--- config.mk ---
export PLATFORM = sky130hd
export DESIGN_NAME = ssbp_top
export DESIGN_NICKNAME = d
export VERILOG_FILES = /design/src/rtl/ssbp_ms_timer.v /design/src/rtl/ssbp_top.v
export VERILOG_INCLUDE_DIRS = /design/src /design/src/shared
export SDC_FILE = /design/constraint.sdc
export NUM_CORES = 1
export LEC_CHECK = 0
export ABC_AREA = 1
export BUFFER_PORTS_ARGS = -buffer_cell sky130_fd_sc_hd__buf_2
export CAP_MARGIN = 0
export CORE_AREA = 4 4 132 159
export DETAILED_ROUTE_END_ITERATION = 7
export DIE_AREA = 0 0 136 163
export GPL_TIMING_DRIVEN = 0
export PLACE_DENSITY_LB_ADDON = 0.25
export SETUP_SLACK_MARGIN = 0.2
export SYNTH_ARGS = -nofsm -noshare
export SYNTH_HDL_FRONTEND = slang
export SYNTH_SLANG_ARGS = --single-unit
--- constraint.sdc ---
create_clock -name sys_clk_i -period 3.9 [get_ports sys_clk_i]
set_input_delay 0.78 -clock sys_clk_i [delete_from_list [all_inputs] [get_ports sys_clk_i]]
set_output_delay 0.78 -clock sys_clk_i [all_outputs]
set_load 0.01 [all_outputs]
--- src/shared/ssbp_consts.vh ---
// Constants for the servo stop, brake and stall protection block
`ifndef SSBP_CONSTS_VH
`define SSBP_CONSTS_VH

// ****************************************************************
// Timing
// ****************************************************************
`define SSBP_CLK_MHZ          100
`define SSBP_MS_NS            1000000
`define SSBP_CLK_NS           10
`define SSBP_CYC_PER_MS       (`SSBP_MS_NS / `SSBP_CLK_NS)

// ****************************************************************
// Setting ranges and reset values
// ****************************************************************
`define SSBP_TORQUE_MAX       12'd3000
`define SSBP_TORQUE_RST       12'd3000
`define SSBP_TIME_MAX         15'd30000
`define SSBP_STALL_TIME_RST   15'd0
`define SSBP_DIS_BRAKE_RST    15'd500
`define SSBP_ERR_BRAKE_RST    15'd0
`define SSBP_DIS_ACT_MAX      3'd5
`define SSBP_ERR_ACT_MAX      2'd3
`define SSBP_MASK_RST         32'hffffffff

// ****************************************************************
// Output stage modes
// ****************************************************************
`define SSBP_STAGE_RUN        2'd0
`define SSBP_STAGE_RAMP       2'd1
`define SSBP_STAGE_COAST      2'd2
`define SSBP_STAGE_BRAKE      2'd3

`endif

--- src/rtl/ssbp_ms_timer.v ---
// Millisecond tick generator and saturating millisecond counter
`default_nettype none
`include "ssbp_consts.vh"

module ssbp_ms_timer #(
    parameter CYC_PER_MS = `SSBP_CYC_PER_MS,
    parameter CW         = 17
) (
    input  wire        sys_clk_i,
    input  wire        rstn_i,
    input  wire        run_i,
    output wire [15:0] ms_o
);

    reg [CW-1:0] pre_q;
    reg [15:0]   ms_q;

    // Prescaler restarts whenever counting stops, so each run starts at 0 ms
    always @(posedge sys_clk_i or negedge rstn_i) begin
        if (!rstn_i) begin
            pre_q <= {CW{1'b0}};
            ms_q  <= 16'h0000;
        end else if (!run_i) begin
            pre_q <= {CW{1'b0}};
            ms_q  <= 16'h0000;
        end else if (pre_q == CYC_PER_MS[CW-1:0] - 1'b1) begin
            pre_q <= {CW{1'b0}};
            if (ms_q != 16'hffff) begin
                ms_q <= ms_q + 16'h0001;  // Saturates, never wraps
            end
        end else begin
            pre_q <= pre_q + 1'b1;
        end
    end

    assign ms_o = ms_q;

endmodule // ssbp_ms_timer

`default_nettype wire

--- src/rtl/ssbp_top.v ---
// Servo stop behaviour, dynamic brake timing and stall protection
// Behaviour
// - Masked warnings do not flash on the seven-segment displays.
// - Hold torque limits two to four, 0..3000 in 0.1 percent, default 3000.
// - Position modes: rated current longer than stall time raises alarm, disables motor.
// - Servo off applies action 0..5: ramp, coast or brake, then coast or hold.
// - Error applies action 0..3: coast or brake, then coast or hold.
// - Error stop limits braking by the error-case maximum brake time.
// - Deceleration ends at zero-speed threshold or max brake time, whichever first.
// - Disable-case maximum brake time 0..30000 ms, default 500 ms.
// - Past disable-case max time the brake releases even above zero speed.
// - Ramp stops use the maximum acceleration/deceleration rate.
`default_nettype none
`include "ssbp_consts.vh"

module ssbp_top #(
    parameter SPW = 16,
    parameter AW  = 16
) (
    input  wire           sys_clk_i,
    input  wire           rstn_i,
    // Parameter loads, one strobe each, except limits three and four, which share one strobe
    input  wire           torque_limit_two_cmd_i,
    input  wire           torque_limit_three_four_cmd_i,
    input  wire           torque_sel_four_i,
    input  wire [11:0]    torque_limit_val_i,
    input  wire           stall_protect_cmd_i,
    input  wire           disable_stop_action_cmd_i,
    input  wire           error_stop_action_cmd_i,
    input  wire           disable_brake_max_time_cmd_i,
    input  wire           error_brake_max_time_cmd_i,
    input  wire [15:0]    time_val_i,
    input  wire [2:0]     action_val_i,
    input  wire [31:0]    warning_display_mask_i,
    input  wire [31:0]    warning_active_i,
    // Drive state
    input  wire           servo_on_i,
    input  wire           error_i,
    input  wire           pos_mode_i,
    input  wire           at_rated_current_i,
    input  wire [SPW-1:0] motor_speed_i,
    input  wire [SPW-1:0] zero_speed_threshold_i,
    input  wire [AW-1:0]  max_accel_decel_i,
    // Outputs
    output reg  [31:0]    warning_flash_o,
    output reg  [11:0]    torque_limit_two_o,
    output reg  [11:0]    torque_limit_three_o,
    output reg  [11:0]    torque_limit_four_o,
    output reg            stall_alarm_o,
    output reg  [1:0]     stage_mode_o,
    output reg  [AW-1:0]  decel_rate_o,
    output reg            decel_active_o,
    output reg  [15:0]    brake_elapsed_ms_o
);

    localparam ST_RUN  = 2'd0;
    localparam ST_DEC  = 2'd1;
    localparam ST_DONE = 2'd2;

    // ************************************************************
    // Settings
    // ************************************************************
    reg [14:0] stall_time_q;
    reg [14:0] dis_brake_q;
    reg [14:0] err_brake_q;
    reg [2:0]  dis_act_q;
    reg [1:0]  err_act_q;
    reg [1:0]  state_q;
    reg [1:0]  state_d;
    reg        err_stop_q;
    reg        stall_run_q;
    reg        stopping_d;
    reg [1:0]  mode_d;

    wire [15:0] stall_ms;
    wire [15:0] brake_ms;

    // Magnitude of a two's-complement speed, used more than once
    function [SPW-1:0] mag;
        input [SPW-1:0] v;
        begin
            mag = v[SPW-1] ? (~v + 1'b1) : v;
        end
    endfunction

    // Out-of-range writes are ignored so the old setting stays valid
    always @(posedge sys_clk_i or negedge rstn_i) begin
        if (!rstn_i) begin
            torque_limit_two_o   <= `SSBP_TORQUE_RST;
            torque_limit_three_o <= `SSBP_TORQUE_RST;
            torque_limit_four_o  <= `SSBP_TORQUE_RST;
            stall_time_q         <= `SSBP_STALL_TIME_RST;
            dis_brake_q          <= `SSBP_DIS_BRAKE_RST;
            err_brake_q          <= `SSBP_ERR_BRAKE_RST;
            dis_act_q            <= 3'd0;
            err_act_q            <= 2'd0;
        end else begin
            if (torque_limit_two_cmd_i && torque_limit_val_i <= `SSBP_TORQUE_MAX) begin
                torque_limit_two_o <= torque_limit_val_i;
            end
            if (torque_limit_three_four_cmd_i && torque_limit_val_i <= `SSBP_TORQUE_MAX) begin
                if (torque_sel_four_i) begin
                    torque_limit_four_o <= torque_limit_val_i;
                end else begin
                    torque_limit_three_o <= torque_limit_val_i;
                end
            end
            if (stall_protect_cmd_i && time_val_i[14:0] <= `SSBP_TIME_MAX && !time_val_i[15]) begin
                stall_time_q <= time_val_i[14:0];
            end
            if (disable_brake_max_time_cmd_i && time_val_i <= {1'b0, `SSBP_TIME_MAX}) begin
                dis_brake_q <= time_val_i[14:0];
            end
            if (error_brake_max_time_cmd_i && time_val_i <= {1'b0, `SSBP_TIME_MAX}) begin
                err_brake_q <= time_val_i[14:0];
            end
            if (disable_stop_action_cmd_i && action_val_i <= `SSBP_DIS_ACT_MAX) begin
                dis_act_q <= action_val_i;
            end
            if (error_stop_action_cmd_i && action_val_i <= {1'b0, `SSBP_ERR_ACT_MAX}) begin
                err_act_q <= action_val_i[1:0];
            end
        end
    end

    // ************************************************************
    // Warning display
    // ************************************************************
    // Mask display flash
    always @(posedge sys_clk_i or negedge rstn_i) begin
        if (!rstn_i) begin
            warning_flash_o <= 32'h00000000;
        end else begin
            warning_flash_o <= warning_active_i & ~warning_display_mask_i;
        end
    end

    // ************************************************************
    // Stall protection
    // ************************************************************
    // Timer runs only while stalled in a position mode and servo is on
    always @(posedge sys_clk_i or negedge rstn_i) begin
        if (!rstn_i) begin
            stall_run_q <= 1'b0;
        end else begin
            stall_run_q <= servo_on_i && pos_mode_i && at_rated_current_i && !stall_alarm_o;
        end
    end

    ssbp_ms_timer u_stall_timer (
        .sys_clk_i (sys_clk_i),
        .rstn_i    (rstn_i),
        .run_i     (stall_run_q),
        .ms_o      (stall_ms)
    );

    // Alarm is sticky until servo is off with no error present; while set it acts as an error stop
    always @(posedge sys_clk_i or negedge rstn_i) begin
        if (!rstn_i) begin
            stall_alarm_o <= 1'b0;
        end else if (stall_run_q && stall_ms > {1'b0, stall_time_q}) begin
            stall_alarm_o <= 1'b1;
        end else if (!servo_on_i && !error_i) begin
            stall_alarm_o <= 1'b0;
        end
    end

    // ************************************************************
    // Stop sequencer
    // ************************************************************
    wire run_req = servo_on_i && !error_i && !stall_alarm_o;
    wire err_now = error_i || stall_alarm_o;
    wire at_zero = mag(motor_speed_i) <= mag(zero_speed_threshold_i);
    wire [14:0] lim = err_stop_q ? err_brake_q : dis_brake_q;
    wire dec_end = at_zero || brake_ms >= {1'b0, lim};

    always @* begin
        state_d = state_q;
        case (state_q)
            ST_RUN: begin
                if (!run_req) begin
                    state_d = ST_DEC;
                end
            end
            ST_DEC: begin
                if (run_req) begin
                    state_d = ST_RUN;
                end else if (dec_end) begin
                    state_d = ST_DONE;
                end
            end
            ST_DONE: begin
                if (run_req) begin
                    state_d = ST_RUN;
                end
            end
            default: state_d = ST_RUN;
        endcase
    end

    // Stage mode from the stored action codes; error takes priority over off
    always @* begin
        stopping_d = (state_d == ST_DEC);
        mode_d     = `SSBP_STAGE_RUN;
        if (state_d == ST_DEC) begin
            if (err_stop_q || (state_q == ST_RUN && err_now)) begin
                mode_d = err_act_q[1] ? `SSBP_STAGE_BRAKE : `SSBP_STAGE_COAST;
            end else begin
                if (dis_act_q <= 3'd1) begin
                    mode_d = `SSBP_STAGE_RAMP;
                end else if (dis_act_q <= 3'd3) begin
                    mode_d = `SSBP_STAGE_COAST;
                end else begin
                    mode_d = `SSBP_STAGE_BRAKE;
                end
            end
        end else if (state_d == ST_DONE) begin
            // Odd codes hold the brake only once the shaft is at rest
            // a stop cut short by the time limit leaves the motor free
            if (err_stop_q) begin
                mode_d = (err_act_q[0] && at_zero) ? `SSBP_STAGE_BRAKE : `SSBP_STAGE_COAST;
            end else begin
                mode_d = (dis_act_q[0] && at_zero) ? `SSBP_STAGE_BRAKE : `SSBP_STAGE_COAST;
            end
        end
    end

    always @(posedge sys_clk_i or negedge rstn_i) begin
        if (!rstn_i) begin
            state_q        <= ST_RUN;
            err_stop_q     <= 1'b0;
            stage_mode_o   <= `SSBP_STAGE_RUN;
            decel_active_o <= 1'b0;
            decel_rate_o   <= {AW{1'b0}};
        end else begin
            state_q <= state_d;
            if (state_q == ST_RUN && state_d == ST_DEC) begin
                err_stop_q <= err_now;  // Latched at stop start
            end else if (state_d == ST_RUN) begin
                err_stop_q <= 1'b0;
            end
            stage_mode_o   <= mode_d;
            decel_active_o <= stopping_d;
            decel_rate_o   <= max_accel_decel_i;
        end
    end

    ssbp_ms_timer u_brake_timer (
        .sys_clk_i (sys_clk_i),
        .rstn_i    (rstn_i),
        .run_i     (state_q == ST_DEC),
        .ms_o      (brake_ms)
    );

    always @(posedge sys_clk_i or negedge rstn_i) begin
        if (!rstn_i) begin
            brake_elapsed_ms_o <= 16'h0000;
        end else begin
            brake_elapsed_ms_o <= brake_ms;
        end
    end

endmodule // ssbp_top

`default_nettype wire

=== Word-level counts from Yosys, hierarchy flattened ===
Index checks and enable logic that the tools add are counted.

* Bits in registers: 224

* Add/subtract/negate cells: 6
* $lt $le $gt $ge: 10
* Eq/ne operators: 12
* Mux-type cells: 31
* Bitwise operators: 5
* Reductions and logical operators: 34

{| class="wikitable"
|+ Operator list
! kind !! count
|-
| $mux W16 || 8
|-
| $mux W17 || 4
|-
| $add A16 B1 Y16 const B || 4
|-
| $add A17 B1 Y17 const B || 2
|-
| $eq A17 B17 Y1 const B || 2
|-
| $and A32 B32 Y32 || 1
|-
| $ne A16 B16 Y1 const B || 2
|-
| $not A16 Y16 || 2
|-
| $not A32 Y32 || 1
|-
| $logic_and A1 B1 Y1 || 19
|-
| $ge A16 B15 Y1 || 1
|-
| $gt A16 B15 Y1 || 1
|-
| $le A16 B15 Y1 const B || 1
|-
| $le A16 B16 Y1 || 1
|-
| $mux W2 || 8
|-
| $le A15 B15 Y1 const B || 1
|-
| $mux W15 || 1
|-
| $le A12 B12 Y1 const B || 1
|-
| $mux W1 || 9
|-
| $reduce_and A2 Y1 || 4
|-
| $le A3 B2 Y1 const B || 2
|-
| $pmux W2 S3 || 1
|-
| $eq A2 B1 Y1 const B || 2
|-
| $eq A2 B2 Y1 const B || 2
|-
| other kinds (9) || 18
|}

=== Logic depth before layout (Yosys ltp) ===
Gate-level depths: netlist of run 1.

* Depth after elaboration: 11
* Depth in mapped cells: 21

=== Hierarchy ===
A second synthesis of run 1 with hierarchy kept.

* Cells, all modules: 1405
* Area total of the unflattened synthesis: 11438.5 um2

{| class="wikitable"
|+ By module, submodules not included
! module !! times used !! cells an instance !! area an instance (um2) !! seq. area each (um2)
|-
| ssbp_top || 1 || 847 || 7572.3 || 3987.6
|-
| ssbp_ms_timer || 2 || 279 || 1933.1 || 825.8
|}

=== Worst setup path after synthesis of run 1 ===
Ideal clock, no wire load.

* Path type: input to register
* From: in motor_speed_i[0]
* To: reg stage_mode_o[0]
* Setup time: 0.066 ns
* Arrival time: 2.948 ns
* Data required time: 3.834 ns
* Path slack: 0.886 ns
* Stages: 19
* Buffers on the path: 0
* Cell sequence: inv_1 -> ha_1 -> inv_1 -> nor3_1 -> nand3_1 -> nor3_1 -> nand2_1 -> nand2_1 -> nand2_1 -> xor2_1 -> ha_1 -> nand2_1 -> nor3_1 -> nand2_1 -> nand2_1 -> nand2_1 -> o21ai_0 -> nand3_1 -> nand2_1

* Word-level cells in the longest chain between the ends: 11
* Elaborated cells on any way between the ends: 17

{| class="wikitable"
|+ RTL lines
! what !! line !! source
|-
| start, declared || ssbp_top.v:41 || <nowiki>input wire [SPW-1:0] motor_speed_i,</nowiki>
|-
| $not A16 Y16 || ssbp_top.v:82 || <nowiki>mag = v[SPW-1] ? (~v + 1'b1) : v;</nowiki>
|-
| $add A16 B1 Y16 || ssbp_top.v:82 ||
|-
| $mux W16 * || ssbp_top.v:82 ||
|-
| $le A16 B16 Y1 * || ssbp_top.v:173 || <nowiki>wire at_zero = mag(motor_speed_i) <= mag(zero_speed_threshold_i);</nowiki>
|-
| $logic_or A1 B1 Y1 || ssbp_top.v:175 || <nowiki>wire dec_end = at_zero || brake_ms >= {1'b0, lim};</nowiki>
|-
| $mux W2 || ssbp_top.v:188 || <nowiki>end else if (dec_end) begin</nowiki>
|-
| $mux W2 || ssbp_top.v:186 || <nowiki>if (run_req) begin</nowiki>
|-
| $pmux W2 S3 || ssbp_top.v:179 || <nowiki>case (state_q)</nowiki>
|-
| $eq A2 B2 Y1 || ssbp_top.v:217 || <nowiki>end else if (state_d == ST_DONE) begin</nowiki>
|-
| $mux W2 || ssbp_top.v:217 ||
|-
| $mux W2 * || ssbp_top.v:205 || <nowiki>if (state_d == ST_DEC) begin</nowiki>
|-
| via mode_d[0] || ssbp_top.v:73 || <nowiki>reg [1:0] mode_d;</nowiki>
|-
| end signal, assigned || ssbp_top.v:232 || <nowiki>stage_mode_o <= `SSBP_STAGE_RUN;</nowiki>
|-
| end signal, assigned || ssbp_top.v:242 || <nowiki>stage_mode_o <= mode_d;</nowiki>
|-
| end, declared || ssbp_top.v:50 || <nowiki>output reg [1:0] stage_mode_o,</nowiki>
|}

Mark *: on every way through the listed nets, which the timed path passes. The rest lies on a longest branch.
A chain may end at the register's enable or synchronous reset.

=== Worst setup path after layout of run 1 ===
Same ends and word-level chain as after synthesis.

==> summary.md, run 1 <==
| Metric | Value |
|---|---|
| F_max | 327 MHz |
| Critical Path End Type | flop |
| Final HPWL DP | 19800 µm |
| DR DRC count | 0 |
| Placed inst area | 12900 µm² |
| 1st-pass router iterations | 7 |
| Number of synthesized flops with an enable pin | 0 |
| Worst rel slew slack | 0.603 |
| WS Path Type | input pin to flop |
| Setup crit start kind | input pin |
| Share of the synthesized area in the top cell type | 0.438 |
| Area grow syn2layout | 22.1% |
| Pre-CTS setup slack | 0.364 ns |
| Max Slew Vio Count | 0 |
| Initial antenna violation count | 0 |
| CP arrival | 3.50 ns |
| Clock buffers created by TritonCTS | 23 |
| Worst skew pair latency | 0.51 ns |
| Row count | 56 |
| Sequential element share of the synthesized area | 0.501 |
| Post-DR vias/cell | 5.24 |
| Synth cell types | 45 |
| Top FF cell, synth | dfrtp_1 |
| Status | complete, no violations |
| H-tree levels | 1 |
| I/O Pins | 261 |
| Crit-path max FO | 3 |
| Cell area after synthesis | 11200 µm² |
| Worst-path clk slew | 0.06 ns |
| Die outline width | 136 µm |
| DIE AREA | 22200 µm² |
| Worst min path class | input pin to asynchronous set/reset pin |
| Final hold slack | 0.229 ns |
| First-pass GRT wire length | 44700 µm |
| DRT antenna net count | 0 |
| Reg-to-reg slack, setup | 1.09 ns |
| Maximum VDD drop | 0.398 mV |
| CP Data Required Time | 4.35 ns |
| Via count | 9728 |
| Root buf cell | clkbuf_16 |
| Leak Pwr | 7.09 nW |
| RSZ-0062 raised after global routing | no |
| DR WL/cell | 14.4 µm |
| CTS tree | built |
| Ys Warns | 0 |
| Total of max-cap violations | 0 |
| List of most frequent post-synthesis cells | nand2_1 (258), dfrtp_1 (197), inv_1 (173), nor2_1 (123), o21ai_1 (76) |
| GPL Wtd Cong | 0.914 |
| Layout fillers | 1513 |
| Port Buf Inserts | 259 |
| Final worst path period share | 0.783 |
| TritonCTS Sinks | 224 |
| Worst Max-Slew Pin Slew | 0.596 ns |
| Reg2reg path depth | 15 |
| Cells after synthesis | 1292 |
| Largest net degree at the start of global routing | 78 |
| Worst r2r dst | stage_mode_o[0] |
| Worst Slack Setup Final | 0.846 ns |
| Vias in the first global route | 9733 |
| Postcts setup bufs | 0 |
| Longest Clk Path Bufs | 3 |
| Global route total overflow | 0 |
| Post-CTS Hold Buffers | 0 |
| Reg-to-Reg Start | err_stop_q |
| Largest area contributor in the netlist | dfrtp_1 |
| Design Power | 6.24 mW |
| GRT Total Usage | 0.244 |
| Mean post-synth cell area | 8.71 µm² |
| Detailed Route WL | 26700 µm |
| Nets | 1787 |
| Setup Skew | 0.0103 ns |
| Pwr/cell area | 455 nW/µm² |
| Count leader, synth | nand2_1 |
| Post-synthesis register bit count | 224 |
| Main area contributors after synthesis | dfrtp_1 (44%), nand2_1 (8.6%), dfstp_2 (6.3%) |
| Total core area | 19400 µm² |
| Setup violators final | 0 |
| Share of layout cells above drive strength 1 | 0.242 |
| Net Count, Synth | 1501 |
| Diode count | 0 |
| Resized Gates After CTS | 0 |
| Initial cell density of the core | 0.580 |
| Fin crit period | 3.05 ns |
| Die Y | 163 µm |
| Design area | 13700 µm² |
| Final hold violations | 0 |
| Initial DRC count | 540 |
| Asr flop ratio synth | 1.00 |
-- critical path, stage by stage --
cell and delay (ns):
buf_2 0.09, inv_1 0.09, ha_1 0.15, inv_1 0.05
nor3_1 0.21, nand3_1 0.13, nor3_1 0.23, nand2_1 0.09
nand2_1 0.13, nand2_1 0.09, xor2_1 0.15, ha_1 0.27
nand2_1 0.07, nor3_1 0.29, nand2_1 0.09, nand2_1 0.10
nand2_1 0.08, o21ai_0 0.23, nand3_1 0.10, nand2_1 0.08
-- cell usage in the layout, fill, tap and decap left out, types with 27 or more instances in the layout --
| cell | count |
|---|---|
| a21oi_1 | 32 |
| buf_2 | 269 |
| dfrtp_1 | 197 |
| dfstp_2 | 27 |
| ha_1 | 52 |
| inv_1 | 173 |
| nand2_1 | 258 |
| nand3_1 | 57 |
| nand4_1 | 29 |
| nor2_1 | 123 |
| nor3_1 | 29 |
| o21ai_0 | 43 |
| o21ai_1 | 76 |
| xor2_1 | 41 |
-- stage by stage --
step | cells | util | TNS [ns]
global placement | 1812 | 0.663 | -333.63
CTS | 1855 | 0.708 | 0
floorplan | 1292 | - | 0
global route | 1855 | 0.708 | 0
detailed placement | 1814 | 0.667 | 0
finish | 1855 | 0.708 | 0
-- where the power goes --
| group | total [mW] | switching [mW] | internal [mW] |
|---|---|---|---|
| sequential | 2.68 | 0.115 | 2.56 |
| combinational | 1.27 | 0.802 | 0.473 |
| clock | 2.29 | 0.878 | 1.41 |
-- state kept, by name, indices dropped and copies added (netlist names), 15 cells and up --
name and flops:
brake_elapsed_ms_o 16, decel_rate_o 16, dis_brake_q 15, err_brake_q 15, stall_time_q 15, u_brake_timer.ms_o 16, u_brake_timer.pre_q 17, u_stall_timer.ms_o 16
u_stall_timer.pre_q 17, warning_flash_o 32
-- worst max-delay path by stage --
stage                                          from                     to  slack (ns)
after floorplan                    motor_speed_i[0]        stage_mode_o[0]        0.89
after global placement                       rstn_i  torque_limit_two_o[0]       -1.67
after detailed placement           motor_speed_i[0]        stage_mode_o[0]        0.36
after CTS                          motor_speed_i[0]        stage_mode_o[0]        0.89
after global routing      zero_speed_threshold_i[1]        stage_mode_o[0]        0.43
final                              motor_speed_i[0]        stage_mode_o[0]        0.85
-- per-layer routing --
metal,GRT usage,vias up,wire length (µm)
met4,0.0720,0,650
met1,0.311,4575,10900
met3,0.0464,55,1980
li1,-,4771,-
met2,0.422,327,13100
met5,0,-,0
-- cells by family after synthesis --
| group | count (synthesis) | share of synthesized area |
|---|---|---|
| mux | 15 | 0.0133 |
| simple gates | 551 | 0.222 |
| compound gates | 181 | 0.0893 |
| buf+inv | 217 | 0.0759 |
| flops | 224 | 0.501 |
| fa+ha+maj | 52 | 0.0578 |
| xor+xnor | 52 | 0.0405 |
-- layout make-up --
class	instances	area (µm²)	share of cell area
Buffer	29	145	0.0106
Clock buffer	35	691	0.0503
Clock inverter	6	108	0.00783
Inverter	188	708	0.0516
Multi-Input combinational cell	851	4760	0.346
Sequential cell	224	5640	0.411
Tap cell	261	327	0.0238
Timing Repair Buffer	261	1360	0.0991
Power figures use the tool's default switching activity.
==> run 2: changes to the inputs <==
--- a/config.mk
+++ b/config.mk
@@ -6,12 +6,12 @@
 export SDC_FILE = /design/constraint.sdc
 export NUM_CORES = 1
 export LEC_CHECK = 0
-export ABC_AREA = 1
+export ABC_AREA = 0
 export BUFFER_PORTS_ARGS = -buffer_cell sky130_fd_sc_hd__buf_2
 export CAP_MARGIN = 0
-export CORE_AREA = 4 4 132 159
+export CORE_AREA = 4 4 141 170
 export DETAILED_ROUTE_END_ITERATION = 7
-export DIE_AREA = 0 0 136 163
+export DIE_AREA = 0 0 145 174
 export GPL_TIMING_DRIVEN = 0
 export PLACE_DENSITY_LB_ADDON = 0.25
 export SETUP_SLACK_MARGIN = 0.2
==> constraint.sdc (replaced) <==
create_clock -name sys_clk_i -period 2.7 [get_ports sys_clk_i]
set_input_delay 0.54 -clock sys_clk_i [delete_from_list [all_inputs] [get_ports sys_clk_i]]
set_output_delay 0.54 -clock sys_clk_i [all_outputs]
set_load 0.01 [all_outputs]
==> run 2 against run 1 <==
Effect of this change: area after synthesis decreased by 4.4%; wire length fell by 11%; count of clock-buffer cells in the layout up 2; highest routed layer is now met5; the flow now finishes with violations (setup timing); non-clock buffer count down 6; flip-flop and latch count is the same; core utilization is 11 points lower; register-to-register slack lost 1.5 ns; clock power is 38% higher; largest cell class unchanged; die area grew 14%; sequential share of layout area rose by 1.2 points; sequential power is 47% higher.
==> summary.md, run 2 <==
| Metric | Value |
|---|---|
| Initial antenna violation count | 4 |
| Port Buf Inserts | 260 |
| Total of max-cap violations | 0 |
| DIE AREA | 25200 µm² |
| Number of synthesized flops with an enable pin | 0 |
| Worst skew pair latency | 0.51 ns |
| Post-CTS Hold Buffers | 0 |
| Vias in the first global route | 8160 |
| Cells after synthesis | 918 |
| Largest net degree at the start of global routing | 122 |
| Total core area | 22300 µm² |
| Worst Slack Setup Final | -0.784 ns |
| Maximum VDD drop | 0.516 mV |
| Longest Clk Path Bufs | 3 |
| DRT antenna net count | 0 |
| Die outline width | 145 µm |
| Synth cell types | 64 |
| Leak Pwr | 6.38 nW |
| Number of flip-flops in the largest register | 32 |
| Via count | 7950 |
| Status | finished with violations |
| First-pass GRT wire length | 39500 µm |
| Sequential element share of the synthesized area | 0.524 |
| Share of layout cells above drive strength 1 | 0.357 |
| DR WL/cell | 15.8 µm |
| Most flop-heavy register | warning_flash_o |
| Largest registers | warning_flash_o (32), u_brake_timer.pre_q (17), u_stall_timer.pre_q (17) |
| Clock buffers created by TritonCTS | 24 |
| Area grow syn2layout | 24.1% |
| RSZ-0062 raised after global routing | yes |
| Initial DRC count | 397 |
| Placed inst area | 12500 µm² |
| Pwr/cell area | 665 nW/µm² |
| GRT Total Usage | 0.186 |
| Post-DR vias/cell | 5.28 |
| Count leader, synth | dfrtp_1 |
| Critical Path End Type | flop |
| CP Data Required Time | 3.13 ns |
| Setup violators final | 5 |
| I/O Pins | 261 |
| Largest area contributor in the netlist | dfrtp_1 |
| TritonCTS Sinks | 224 |
| Setup Skew | 0.00800 ns |
| Worst min path class | input pin to asynchronous set/reset pin |
| Worst rel slew slack | 0.491 |
| Most common cell after layout, fill and taps aside | buf_2 |
| Layout fillers | 1867 |
| Ys Warns | 0 |
| Row count | 60 |
| Nets | 1417 |
| Share of the synthesized area in the top cell type | 0.458 |
| Final HPWL DP | 17600 µm |
| Global route total overflow | 0 |
| Fin crit period | 3.48 ns |
| Worst Max-Slew Pin Slew | 0.757 ns |
| DR DRC count | 0 |
| Design area | 13400 µm² |
| Detailed Route WL | 23800 µm |
| CP arrival | 3.92 ns |
| Final hold violations | 0 |
| GPL Wtd Cong | 0.824 |
| Post-synthesis register bit count | 224 |
| Pre-CTS setup slack | -1.51 ns |
| Final worst path period share | 1.29 |
| H-tree levels | 1 |
| Final hold slack | 0.0503 ns |
| CTS tree | built |
| Cell area after synthesis | 10800 µm² |
| Initial cell density of the core | 0.482 |
| Fin Setup TNS | -3.50 ns |
| Root buf cell | clkbuf_16 |
| WS Path Type | input pin to flop |
| Setup crit start kind | input pin |
| Crit-path max FO | 4 |
| Net Count, Synth | 1127 |
| Worst-path clk slew | 0.06 ns |
| F_max | 287 MHz |
| List of most frequent post-synthesis cells | dfrtp_1 (197), nor2_1 (68), nand2_1 (57), mux2_2 (54), ha_1 (52) |
| Asr flop ratio synth | 1.00 |
| Main area contributors after synthesis | dfrtp_1 (46%), dfstp_2 (6.6%), ha_1 (6.0%) |
| 1st-pass router iterations | 4 |
| Top FF cell, synth | dfrtp_1 |
| Failing checks | setup timing |
| Final design utilization | 0.599 |
| Mean post-synth cell area | 11.7 µm² |
| Highest-count cells in the layout ignoring fill and taps | buf_2 (258), dfrtp_1 (197), nor2_1 (68) |
| Die Y | 174 µm |
| Max Slew Vio Count | 0 |
run 2: stage by stage:
step	instances	power (mW)
2_1_floorplan	918	5.04
3_3_place_gp	1457	5.67
3_5_place_dp	1458	5.72
4_1_cts	1505	8.99
5_1_grt	1506	9.38
6_report	1506	8.89
run 2: routing by layer:
layer,up-vias,GRT usage,wire (µm)
met1,3803,0.234,9990
met3,43,0.0443,1690
met2,253,0.322,11600
li1,3845,-,-
met5,-,0,47
met4,6,0.0491,436
run 2: layout make-up:
| class | count | area, µm² | area share |
|---|---|---|---|
| Timing Repair Buffer | 264 | 1380 | 0.103 |
| Antenna cell | 1 | 2.50 | 0.000187 |
| Buffer | 20 | 109 | 0.00815 |
| Multi-Input combinational cell | 645 | 5000 | 0.374 |
| Clock inverter | 7 | 66.3 | 0.00497 |
| Inverter | 29 | 109 | 0.00815 |
| Sequential cell | 224 | 5640 | 0.422 |
| Tap cell | 279 | 349 | 0.0261 |
| Clock buffer | 37 | 701 | 0.0525 |
run 2: report_power, final:
group | total [mW] | internal [mW] | switching [mW]
combinational | 1.78 | 0.826 | 0.958
sequential | 3.93 | 3.74 | 0.192
clock | 3.17 | 1.88 | 1.29
total | 8.89 | 6.44 | 2.44
run 2: final timing paths:
path	slack, ns	cells past startpoint	start	to
max	-0.78	14	motor_speed_i[6]	stage_mode_o[0]
min	0.05	1	rstn_i	decel_rate_o[15]
max reg2reg	-0.43	9	err_stop_q	stage_mode_o[1]
min reg2reg	0.46	1	u_stall_timer.pre_q[0]	u_stall_timer.pre_q[0]
max in group asynchronous	1.61	2	rstn_i	warning_flash_o[19]
min in group sys_clk_i	0.13	1	max_accel_decel_i[14]	decel_rate_o[14]
run 2: critical path, stage by stage:
cell,delay [ns]
buf_6,0.09
or4_4,0.52
or3_4,0.34
or2_4,0.25
or3_4,0.36
o31ai_4,0.21
xnor2_2,0.14
ha_1,0.26
nand4_1,0.18
inv_1,0.07
a22oi_2,0.22
a31oi_4,0.14
or4_4,0.50
o21ai_2,0.07
run 2: cells by family after synthesis:
family,share of synthesized area
muxes,0.108
DFF,0.524
AOI/OAI and AO/OA,0.0629
xor gates and xnor gates,0.0603
and+or+nand+nor,0.165
adders and majority gates,0.0605
buffers and inverters,0.0194
run 2: timing repair:
item                                    4_1_cts  5_1_grt
endpoints found under the setup margin       19       32
pin swaps                                    11        3
setup buffers                                 3        0
gates resized for setup                      11       13
